File: src/rtl/prd_pkg.sv
// Package for the pin reset-default and clock-out block.
// Assumes a single 50 MHz system clock and synchronous active-high reset.
package prd_pkg;
  localparam int unsigned NUM_LINES        = 64;   // Port A lines 0..31, port B lines 32..63
  localparam int unsigned FUNC_W           = 3;    // Peripheral function select A..H
  localparam int unsigned LINE_PORT_A_LINE_0        = 0;
  localparam int unsigned LINE_PA01        = 1;
  localparam int unsigned LINE_PA02        = 2;
  localparam int unsigned LINE_PA03        = 3;
  localparam int unsigned LINE_PORT_A_LINE_20        = 20;
  localparam logic [2:0]  FUNC_F           = 3'h5;
  localparam logic [63:0] TWI_LINES_RST    = 64'h0000_0030_0022_00a0; // PA05/07/17/21, PB04/05
  localparam logic [63:0] PULLUP_RST       = 64'h0000_0000_0000_0001; // Only port A line 0
  localparam logic [63:0] PMUX_EN_RST      = 64'h0000_0000_0010_0000; // Line 20 peripheral
  localparam int unsigned SPIKE_NS         = 50;
  localparam int unsigned CLK_NS           = 20;
  localparam int unsigned SPIKE_CYC        = (SPIKE_NS + CLK_NS - 1) / CLK_NS;
  localparam logic [1:0]  SPIKE_CYC_W      = 2'(SPIKE_CYC);
  typedef enum logic [1:0] {PRD_OWN_MUX, PRD_OWN_TRACE, PRD_OWN_DBG, PRD_OWN_TEST} prd_owner_t;
endpackage : prd_pkg

File: src/rtl/prd_filter.sv
// Spike filter for one two-wire input line.
// Assumes input already passed through a two-flop synchroniser.
module prd_filter (
  input  wire logic clk_i,  // System clock
  input  wire logic rst_i,  // Sync reset
  input  wire logic d_i,    // Synchronised input
  output logic      q_o     // Filtered level
);
  import prd_pkg::*;
  logic [1:0] cnt;
  logic [1:0] next_cnt;
  logic       next_q;

  always_comb begin
    next_cnt = 2'h0;
    next_q   = q_o;
    if (d_i != q_o) begin
      next_cnt = cnt + 2'h1;
      if (cnt + 2'h1 >= SPIKE_CYC_W) begin
        next_q   = d_i;
        next_cnt = 2'h0;
      end
    end
  end

  always_ff @(posedge clk_i) begin
    if (rst_i) begin
      cnt <= 2'h0;
      q_o <= 1'b1;
    end else begin
      cnt <= next_cnt;
      q_o <= next_q;
    end
  end
endmodule : prd_filter

File: src/rtl/prd_pins.sv
// Pin control: debug port strap, reset pull defaults, two-wire open drain, slow RC clock out.
// Assumes por_i comes from the power-on detector; pin levels are sampled through two flops.
// Function
// - Debug port enabled when test clock pin low at reset release.
// - Debug port enabled: pull-ups on clock, mode, data-in; data-out driven, no pull.
// - Test clock pull-up stays on throughout reset.
// - Debug port disabled: its four pins revert to general I/O or peripherals.
// - After reset two-wire function is selected on two-wire capable lines.
// - Two-wire lines drive only low unless the trace port owns them, and filter input spikes.
// - Each line has its own programmable pull-up enable.
// - Reset default: input, pull-up off, except port A line 0.
// - Port A line 20 defaults to function F, enabled.
// - Slow RC clock driven on line 20 from power-up, even during power-on reset.
// - Clock out disabled by other function, general I/O, or keep bit zero.
// - Once disabled, clock output stays off until the next power-on reset.
// - Secondary crystal output alone does not disable clock output.
// - Analog input blocked while the line drives high.
// - Last function in priority list wins on a shared pin.
// - Enabled debug port overrides I/O controller configuration.
module prd_pins #(
  parameter int unsigned N = prd_pkg::NUM_LINES  // Number of I/O lines
) (
  input  wire logic           clk_i,         // System clock
  input  wire logic           rst_i,         // Sync reset, active high
  input  wire logic           por_i,         // Power-on reset, active high
  input  wire logic           ext_rst_n_i,   // External reset pin, active low
  input  wire logic [N-1:0]   pin_in_i,      // Pad input levels
  input  wire logic [N-1:0]   cfg_periph_i,  // 1: peripheral, 0: general I/O
  input  wire logic [N*3-1:0] cfg_func_i,    // Peripheral function per line
  input  wire logic [N-1:0]   cfg_oe_i,      // General I/O output enable
  input  wire logic [N-1:0]   cfg_out_i,     // General I/O output value
  input  wire logic [N-1:0]   cfg_pull_i,    // Pull-up enable per line
  input  wire logic           cfg_load_i,    // Pulse: take the cfg_* values
  input  wire logic [N-1:0]   per_oe_i,      // Peripheral output enables
  input  wire logic [N-1:0]   per_out_i,     // Peripheral output values
  input  wire logic [N-1:0]   twi_line_i,    // Line is two-wire capable
  input  wire logic           trace_en_i,    // Trace port owns its lines
  input  wire logic [N-1:0]   trace_mask_i,  // Trace line map
  input  wire logic [N-1:0]   trace_out_i,   // Trace output values
  input  wire logic           dbg_oe_i,      // Debug data-out enable (line 0)
  input  wire logic           dbg_out_i,     // Debug data-out value
  input  wire logic           tdo_i,         // Test port data-out value
  input  wire logic           keep_i,        // Clock-out keep bit
  input  wire logic           xout2_en_i,    // Secondary crystal output enabled
  input  wire logic           rc_clk_i,      // Slow RC oscillator clock
  input  wire logic [N-1:0]   adc_req_i,     // Analog input request
  output logic [N-1:0]        pin_out_o,     // Pad output value
  output logic [N-1:0]        pin_oe_o,      // Pad output enable
  output logic [N-1:0]        pin_pull_o,    // Pad pull-up enable
  output logic [N-1:0]        pin_sync_o,    // Synchronised pin level to peripherals; filtered on two-wire peripheral lines
  output logic [N-1:0]        adc_en_o,      // Analog switch enable
  output logic                test_en_o,     // Test port enabled
  output logic                tck_o,         // Test clock to test port
  output logic                tms_o,         // Mode select to test port
  output logic                tdi_o,         // Data-in to test port
  output logic                rc_out_en_o    // Slow RC clock output enabled
);
  import prd_pkg::*;

  logic [N-1:0]   periph, oe, out, pull;
  logic [N*3-1:0] func;
  logic [N-1:0]   next_periph, next_oe, next_out, next_pull;
  logic [N*3-1:0] next_func;
  logic [N-1:0]   s1, s2, filt;
  logic           rs1, rs2, rst_pin_q, test_en, next_test_en;
  logic           rc_dead, next_rc_dead;

  function automatic logic [2:0] func_of(input logic [N*3-1:0] f, input int unsigned i);
    func_of = f[i*3 +: 3];
  endfunction : func_of

  // Config bank; reset defaults
  always_comb begin
    next_periph = periph;
    next_func   = func;
    next_oe     = oe;
    next_out    = out;
    next_pull   = pull;
    if (cfg_load_i) begin
      next_periph = cfg_periph_i;
      next_func   = cfg_func_i;
      next_oe     = cfg_oe_i;
      next_out    = cfg_out_i;
      next_pull   = cfg_pull_i;
    end
  end

  always_ff @(posedge clk_i) begin
    if (rst_i) begin
      periph <= TWI_LINES_RST[N-1:0] | PMUX_EN_RST[N-1:0];
      func   <= (N*3)'(FUNC_F) << (LINE_PORT_A_LINE_20 * 3);
      oe     <= '0;
      out    <= '0;
      pull   <= PULLUP_RST[N-1:0];
    end else begin
      periph <= next_periph;
      func   <= next_func;
      oe     <= next_oe;
      out    <= next_out;
      pull   <= next_pull;
    end
  end

  // Synchronisers and external reset edge
  always_ff @(posedge clk_i) begin
    s1  <= pin_in_i;
    s2  <= s1;
    rs1 <= ext_rst_n_i;
    rs2 <= rs1;
  end

  always_comb begin
    next_test_en = test_en;
    if (rs2 && !rst_pin_q)
      next_test_en = !s2[LINE_PORT_A_LINE_0];
  end

  always_ff @(posedge clk_i) begin
    if (por_i) begin
      // Idle pin level: power-on alone is no release, only a real low-high edge straps
      rst_pin_q <= 1'b1;
      test_en   <= 1'b0;
    end else begin
      rst_pin_q <= rs2;
      test_en   <= next_test_en;
    end
  end

  // Sticky clock-out disable, cleared by power-on only
  always_comb begin
    next_rc_dead = rc_dead;
    if (!rst_i && (!periph[LINE_PORT_A_LINE_20] || func_of(func, LINE_PORT_A_LINE_20) != FUNC_F || !keep_i))
      next_rc_dead = 1'b1;
  end

  always_ff @(posedge clk_i) begin
    if (por_i)
      rc_dead <= 1'b0;
    else
      rc_dead <= next_rc_dead;
  end

  genvar g;
  generate
    for (g = 0; g < N; g++) begin : g_filt
      prd_filter u_filt (
        .clk_i (clk_i),
        .rst_i (rst_i),
        .d_i   (s2[g]),
        .q_o   (filt[g])
      );
    end
  endgenerate

  // Output mux; later owners override earlier ones
  always_comb begin
    for (int i = 0; i < N; i++) begin
      pin_out_o[i]  = periph[i] ? per_out_i[i] : out[i];
      pin_oe_o[i]   = periph[i] ? per_oe_i[i] : oe[i];
      pin_pull_o[i] = pull[i];
      pin_sync_o[i] = s2[i];
      if (periph[i] && twi_line_i[i]) begin
        pin_oe_o[i]   = per_oe_i[i] && !per_out_i[i];
        pin_out_o[i]  = 1'b0;
        pin_sync_o[i] = filt[i];
      end
      if (trace_en_i && trace_mask_i[i]) begin
        pin_out_o[i] = trace_out_i[i];
        pin_oe_o[i]  = 1'b1;
      end
    end
    if (dbg_oe_i) begin
      pin_out_o[LINE_PORT_A_LINE_0] = dbg_out_i;
      pin_oe_o[LINE_PORT_A_LINE_0]  = 1'b1;
    end
    if (test_en) begin
      pin_oe_o[LINE_PORT_A_LINE_0]   = 1'b0;
      pin_oe_o[LINE_PA01]   = 1'b0;
      pin_oe_o[LINE_PA03]   = 1'b0;
      pin_oe_o[LINE_PA02]   = 1'b1;
      pin_out_o[LINE_PA02]  = tdo_i;
      pin_pull_o[LINE_PORT_A_LINE_0] = 1'b1;
      pin_pull_o[LINE_PA01] = 1'b1;
      pin_pull_o[LINE_PA03] = 1'b1;
      pin_pull_o[LINE_PA02] = 1'b0;
    end
    if (!rc_dead) begin
      pin_out_o[LINE_PORT_A_LINE_20] = rc_clk_i;
      pin_oe_o[LINE_PORT_A_LINE_20]  = 1'b1;
    end
    if (por_i || rst_i || !rs2)
      pin_pull_o[LINE_PORT_A_LINE_0] = 1'b1;
    for (int i = 0; i < N; i++)
      adc_en_o[i] = adc_req_i[i] && !(pin_oe_o[i] && pin_out_o[i]);
  end

  assign test_en_o   = test_en;
  assign tck_o       = test_en & s2[LINE_PORT_A_LINE_0];
  assign tms_o       = test_en & s2[LINE_PA01];
  assign tdi_o       = test_en & s2[LINE_PA03];
  assign rc_out_en_o = !rc_dead;

  // Checks
  a_strap_capture: assert property (@(posedge clk_i) disable iff (por_i)
    (rs2 && !rst_pin_q) |=> (test_en == !$past(s2[LINE_PORT_A_LINE_0]))) else $error("strap not captured");
  a_test_pulls: assert property (@(posedge clk_i) disable iff (por_i)
    test_en |-> (pin_pull_o[LINE_PA01] && pin_pull_o[LINE_PA03] && !pin_pull_o[LINE_PA02]
                 && pin_oe_o[LINE_PA02])) else $error("test pins wrong");
  a_tck_pull_rst: assert property (@(posedge clk_i) rst_i |-> pin_pull_o[LINE_PORT_A_LINE_0])
    else $error("test clock pull-up off in reset");
  a_twi_open_drain: assert property (@(posedge clk_i) disable iff (rst_i)
    (periph[5] && twi_line_i[5] && !(trace_en_i && trace_mask_i[5])) |-> !(pin_oe_o[5] && pin_out_o[5]))
    else $error("two-wire line drove high");
  a_rst_defaults: assert property (@(posedge clk_i) $fell(rst_i) |->
    (oe == '0 && pull == PULLUP_RST[N-1:0] && func_of(func, LINE_PORT_A_LINE_20) == FUNC_F)) else $error("bad reset defaults");
  a_rc_kill: assert property (@(posedge clk_i) disable iff (por_i || rst_i)
    !keep_i |=> rc_dead) else $error("keep bit zero ignored");
  a_rc_sticky: assert property (@(posedge clk_i) disable iff (por_i)
    rc_dead |=> rc_dead [*3]) else $error("clock out re-enabled");
  a_rc_drive: assert property (@(posedge clk_i)
    !rc_dead |-> (pin_oe_o[LINE_PORT_A_LINE_20] && pin_out_o[LINE_PORT_A_LINE_20] == rc_clk_i)) else $error("clock not driven");
  a_adc_block: assert property (@(posedge clk_i)
    (pin_oe_o[LINE_PORT_A_LINE_20] && pin_out_o[LINE_PORT_A_LINE_20]) |-> !adc_en_o[LINE_PORT_A_LINE_20]) else $error("analog not blocked");
  c_test_on:  cover property (@(posedge clk_i) $rose(test_en));
  c_rc_off:   cover property (@(posedge clk_i) $rose(rc_dead));
  c_xout_rc:  cover property (@(posedge clk_i) xout2_en_i && !rc_dead);
endmodule : prd_pins

File: config.mk
export PLATFORM = sky130hd
export DESIGN_NAME = prd_pins
export DESIGN_NICKNAME = d
export VERILOG_FILES = /design/src/rtl/prd_pkg.sv /design/src/rtl/prd_filter.sv /design/src/rtl/prd_pins.sv
export SDC_FILE = /design/constraint.sdc
export NUM_CORES = 1
export LEC_CHECK = 0
export ABC_CLOCK_PERIOD_IN_PS = 2800
export BUFFER_PORTS_ARGS = -buffer_cell sky130_fd_sc_hd__buf_2
export CAP_MARGIN = 15
export CORE_AREA = 2 2 484 486
export DETAILED_ROUTE_END_ITERATION = 10
export DIE_AREA = 0 0 486 488
export SYNTH_ARGS = -nofsm -noshare
export SYNTH_HDL_FRONTEND = slang
export SYNTH_SLANG_ARGS = --single-unit
File: constraint.sdc
create_clock -name clk_i -period 2.8 [get_ports clk_i]
set_input_delay 0.42 -clock clk_i [delete_from_list [all_inputs] [get_ports clk_i]]
set_output_delay 0.42 -clock clk_i [all_outputs]
set_load 0.005 [all_outputs]
After elaboration in Yosys (flattened, before gate mapping)
Index checks and enable logic that the tools add are counted.
{ "word_totals": {"regBits": 644, "in_bits": 908, "output_inout_bits": 325} }
{ "op_classes": {"add_sub_neg": 64, "n_lt_le_gt_ge": 64, "eq_ne": 65, "muxes": 456, "bitwise": 67, "reduce_logical": 589} }
{ "ops": {"columns": ["op", "count"], "rows": [
  ["1-bit two-way mux", 454],
  ["1-bit logical AND", 322],
  ["3-bit OR reduction", 64],
  ["1-bit zero test", 135],
  ["2-bit by 1-bit adder with 2-bit output (second input constant)", 64],
  ["2-bit >= comparator (second input constant)", 64],
  ["2-bit AND reduction", 64],
  ["1-bit != test", 64],
  ["1-bit inverter", 64],
  ["4-bit two-way mux", 2],
  ["1-bit logical OR", 4],
  ["1-bit bitwise AND", 3],
  ["3-bit != test (second input constant)", 1]
]} }

Logic depth before layout (Yosys ltp)
{ "logic_depth": {"ltp_word": 9, "mapped_depth": 5, "mapped_depth_nobuf": 4} }

Modules after synthesis
From an unflattened synthesis, not the netlist that was laid out.
{ "unflattened": {"hier_cells": 2540, "hier_area_um2": 24955.2} }
{ "modules_own_cells": {"columns": ["mod", "instances", "cells_per_inst", "area_each_um2", "seq_area_each_um2"], "rows": [
  ["prd_pins", 1, 1900, 17668.2, 7847.5],
  ["prd_filter", 64, 10, 113.9, 60.1]
]} }

Worst setup path before layout
OpenSTA, ideal clock, no wires.
{ "synth_path": {"kind": "input -> output", "start": "input trace_en_i", "end": "output adc_en_o[14]", "arrival_time_ns": 1.226, "path_slack_ns": 1.154, "stages": 5, "path_buffers": 2, "cell_sequence": "buf_6 buf_6 and2_1 a311oi_1 o31a_1"} }
{ "synth_via": {"elab_chain_cells": 5, "word_cells_on_any_way": 6} }
{ "synth_lines": {"columns": ["element", "line", "text"], "rows": [
  ["start, declared", "prd_pins.sv:37", "input wire logic trace_en_i,"],
  ["1-bit logical AND *", "prd_pins.sv:167", "if (trace_en_i && trace_mask_i[i]) begin"],
  ["1-bit two-way mux", "prd_pins.sv:167", null],
  ["1-bit logical AND *", "prd_pins.sv:194", "adc_en_o[i] = adc_req_i[i] && !(pin_oe_o[i] && pin_out_o[i]);"],
  ["1-bit zero test *", "prd_pins.sv:194", null],
  ["1-bit logical AND *", "prd_pins.sv:194", null],
  ["end, declared", "prd_pins.sv:51", "output logic [N-1:0] adc_en_o,"]
]} }
Mark *: on every way between the ends. The rest lies on a longest branch, timed or not.

Worst setup path after layout
{ "layout_path": {"start": "register periph[54]", "end": "output adc_en_o[54]"} }
{ "layout_via": {"elab_chain_cells": 6, "word_cells_on_any_way": 10} }
{ "layout_lines": {"columns": ["element", "line", "text"], "rows": [
  ["start, declared", "prd_pins.sv:60", "logic [N-1:0] periph, oe, out, pull;"],
  ["start signal, assigned", "prd_pins.sv:90", "periph <= TWI_LINES_RST[N-1:0] | PMUX_EN_RST[N-1:0];"],
  ["start signal, assigned", "prd_pins.sv:96", "periph <= next_periph;"],
  ["1-bit two-way mux (tied with other cells)", "prd_pins.sv:159", "pin_oe_o[i] = periph[i] ? per_oe_i[i] : oe[i];"],
  ["1-bit two-way mux", "prd_pins.sv:162", "if (periph[i] && twi_line_i[i]) begin"],
  ["1-bit two-way mux", "prd_pins.sv:167", null],
  ["1-bit logical AND *", "prd_pins.sv:194", null],
  ["1-bit zero test *", "prd_pins.sv:194", null],
  ["1-bit logical AND *", "prd_pins.sv:194", null]
]} }
Marks and branches as above.

==> metrics.md <==
| Metric | Value |
|---|---|
| Area of the multi-input gates | 0.0118 sq mm |
| Fill count | 26000 |
| Post-synthesis cell type count | 36 |
| Sw frac | 29.1% |
| Antenna violations before repair | 196 |
| First-pass GRT wire length | 232000 microns |
| Setup-failing EPs final | 0 |
| Post-Layout Cell Count | 7146 |
| Most frequent cells after synthesis | dfxtp_1, nor2_1, nor2b_1 |
| WL final | 183000 microns |
| CP Buf/Inv Count | 1 |
| HPWL Detailed | 160000 microns |
| Max incr delay on CP | 0.54 ns |
| Gr ovfl total | 0 |
| Ys flop type | dfxtp_1 |
| # H-tree levels | 3 |
| Gr usage total | 14.9% |
| Unrepaired setup endpoints after global routing | no |
| Layout cell share with drive strength beyond 1 | 32.6% |
| Combinational Power Share | 16.9% |
| Syn nets | 3591 |
| PortBufs | 1042 |
| Share of the synthesized area in the top cell type | 46.6% |
| Clock Tree Root | clkbuf_16 |
| Die X | 486 microns |
| Sink Count | 584 |
| Largest net degree at the start of global routing | 91 |
| Starting Density | 10.8% |
| # Post-CTS Setup Buffers | 0 |
| Clk buf depth | 3 |
| Synthesized flop and latch total | 584 |
| Count of final hold-check violations | 0 |
| Core area | 0.232 sq mm |
| Worst-path cell chain | nor2b_1, a311oi_1, o31a_1, buf_2 |
| Cell-internal power | 16800 uW |
| Crit path DAT | 2.25 ns |
| Slew @ Worst Pin | 0.658 ns |
| Syn. warnings | 0 |
| Crit-path leading delay family | compound AO/OA/AOI/OAI gates |
| Vias in the first global route | 25100 |
| Status | finished, final reports clean |
| Setup slack after layout | 0.126 ns |
| Cell taking the most area after synthesis | dfxtp_1 |
| Clock-pin slew on the worst setup and hold paths | 0.06 ns |
| Slowest CP cell | dfxtp_1 |
| Seq pwr share | 38.8% |
| Post-route ant nets | 0 |
| Worst Setup Path Type | flop to output pin |
| Most frequent cell after synthesis | dfxtp_1 |
| EDFF count, synth | 0 |
| DRT iter0 DRCs | 1126 |
| Clk Latency, worst-skew pair | 0.71 ns |
| Synth Cell Area | 0.0251 sq mm |
| Placed Instances | 6621 |
| Crit. End Element | output pin |
| Io pins | 1233 |
| Critical Path Start Type | flop |
| Total CTS buffers | 76 |
| Psw | 6900 uW |
| DRC errors left | 0 |
| Synth Area per Inst | 9.59 sq um |
| Hold Path Class | input port to flop |
| Final Util | 17.2% |
| Fraction of registers with async set/reset | 0% |
| DR pass1 iterations | 5 |
| Proportion of power drawn by the clock network | 44.3% |
| Dpl ws | -0.0130 ns |
| Max-cap viol count | 0 |
| Die Y | 488 microns |
| Slew HR | 56.1% |
| Wire per inst | 25.7 microns |
| CTS tree | built |
| Area grow syn2layout | 59.1% |
| Max Fanout on Critical Path | 6 |
| Die Area | 0.237 sq mm |
| Pwr Density | 594 mW/mm^2 |
| Max Slew Vio Count | 0 |
| Register area share after synthesis | 46.6% |
| Area occupied by registers | 0.0117 sq mm |
| Period utilization | 95.5% |
| CP required | 2.38 ns |
| Nets | 4953 |
| Area contributors post-synth | dfxtp_1, mux2i_1, nor2_1 |
| Mapped Cells | 2619 |
| Peak VDD IR | 469 uV |
| Number of cell rows | 177 |
| Final Wtd Congestion | 0.948 |
| Leak | 0.0179 uW |
| Clock period minus worst slack | 2.67 ns |
| Vias | 25300 |
| Achievable Freq | 0.374 GHz |
| Via density | 3.54 |
| Post-Route Skew | 0.0349 ns |
registers in the layout (all words and copies together), names as in the netlist:
register,count
rc_dead,1
periph,64
rs1,1
rst_pin_q,1
func,3
oe,64
test_en_o,1
out,64
rs2,1
s1,64
g_filt.u_filt.q_o,64
pull,64
s2,64
g_filt.u_filt.cnt,128
final timing paths:
path,startpoint,end,slack [ns],cells past startpoint
max reg2reg,periph[20],rc_dead,1.58,3
max,periph[54],adc_en_o[54],0.13,4
min,rst_i,out[13],0.12,2
min reg2reg,s1[45],s2[45],0.32,0
layout make-up:
| type | instances | area share [%] |
|---|---|---|
| inverter | 191 | 1.79 |
| tap | 3043 | 9.53 |
| sequential | 584 | 29.3 |
| clock inverter | 37 | 1.28 |
| multi-input combinational | 1703 | 29.6 |
| timing repair buffer | 1425 | 22.8 |
| clock buffer | 100 | 5.34 |
| antenna | 63 | 0.395 |
timing repair:
action	CTS	global route
hold endpoints to repair	327	0
endpoints found under the setup margin	6	0
hold buffers	325	0
resized for setup	4	0
through the flow:
| stage | TNS (ns) | instance area [sq um] | total power [uW] | hold slack, ns |
|---|---|---|---|---|
| floorplan | 0 | 25100 | 10900 | 0.310 |
| global placement | -0.0327 | 33900 | 13000 | 0.311 |
| detailed placement | -0.0130 | 33900 | 13100 | 0.312 |
| CTS | 0 | 39800 | 24300 | 0.0573 |
| global route | 0 | 39900 | 24900 | 0.0728 |
| finish | 0 | 40000 | 23700 | 0.116 |
layer usage:
layer  GRT usage (%)  vias up  wire length (microns)
li1                -    11600                      -
met3            10.1      460                  28300
met1            15.4    11800                  66500
met4            6.11      132                   7720
met2            23.4     1299                  80000
met5               0        -                    885
cell families after synthesis:
logic type      Yosys count  synth area share (%)
compound gates          272                  9.88
xor+xnor                 64                  2.23
fa+ha+maj                64                  3.19
buf+inv                 332                  6.38
flops                   584                  46.6
mux                     313                  12.8
simple gates            990                  19.0
power groups by stage:
stage	Clock [uW]	Combinational (uW)	Sequential, uW
after floorplan	0	1630	9250
after global placement	0	3610	9370
after detailed placement	0	3660	9400
after CTS	10900	4110	9220
after global routing	11200	4410	9280
final	10500	4010	9220
placed cells by master, fill, tap and decap left out, types with 8 or more instances in the layout:
master,synthesis,final
a211o_1,75,75
a311oi_1,104,104
a311oi_2,19,19
and2_1,67,67
buf_12,0,15
buf_2,16,1038
buf_4,84,45
bufinv_16,0,8
clkbuf_1,21,11
clkbuf_16,0,77
clkbuf_8,0,12
clkinv_2,0,10
dfxtp_1,584,582
diode_2,0,63
dlygate4sd3_1,0,325
ha_1,64,64
inv_1,191,191
inv_6,0,9
mux2_2,64,64
mux2i_1,249,249
nand2_1,139,139
nand2b_1,10,10
nor2_1,439,438
nor2b_1,257,256
o31a_1,59,59
or3_1,65,65
xnor2_1,64,64
(Power assumes the default switching activity.)
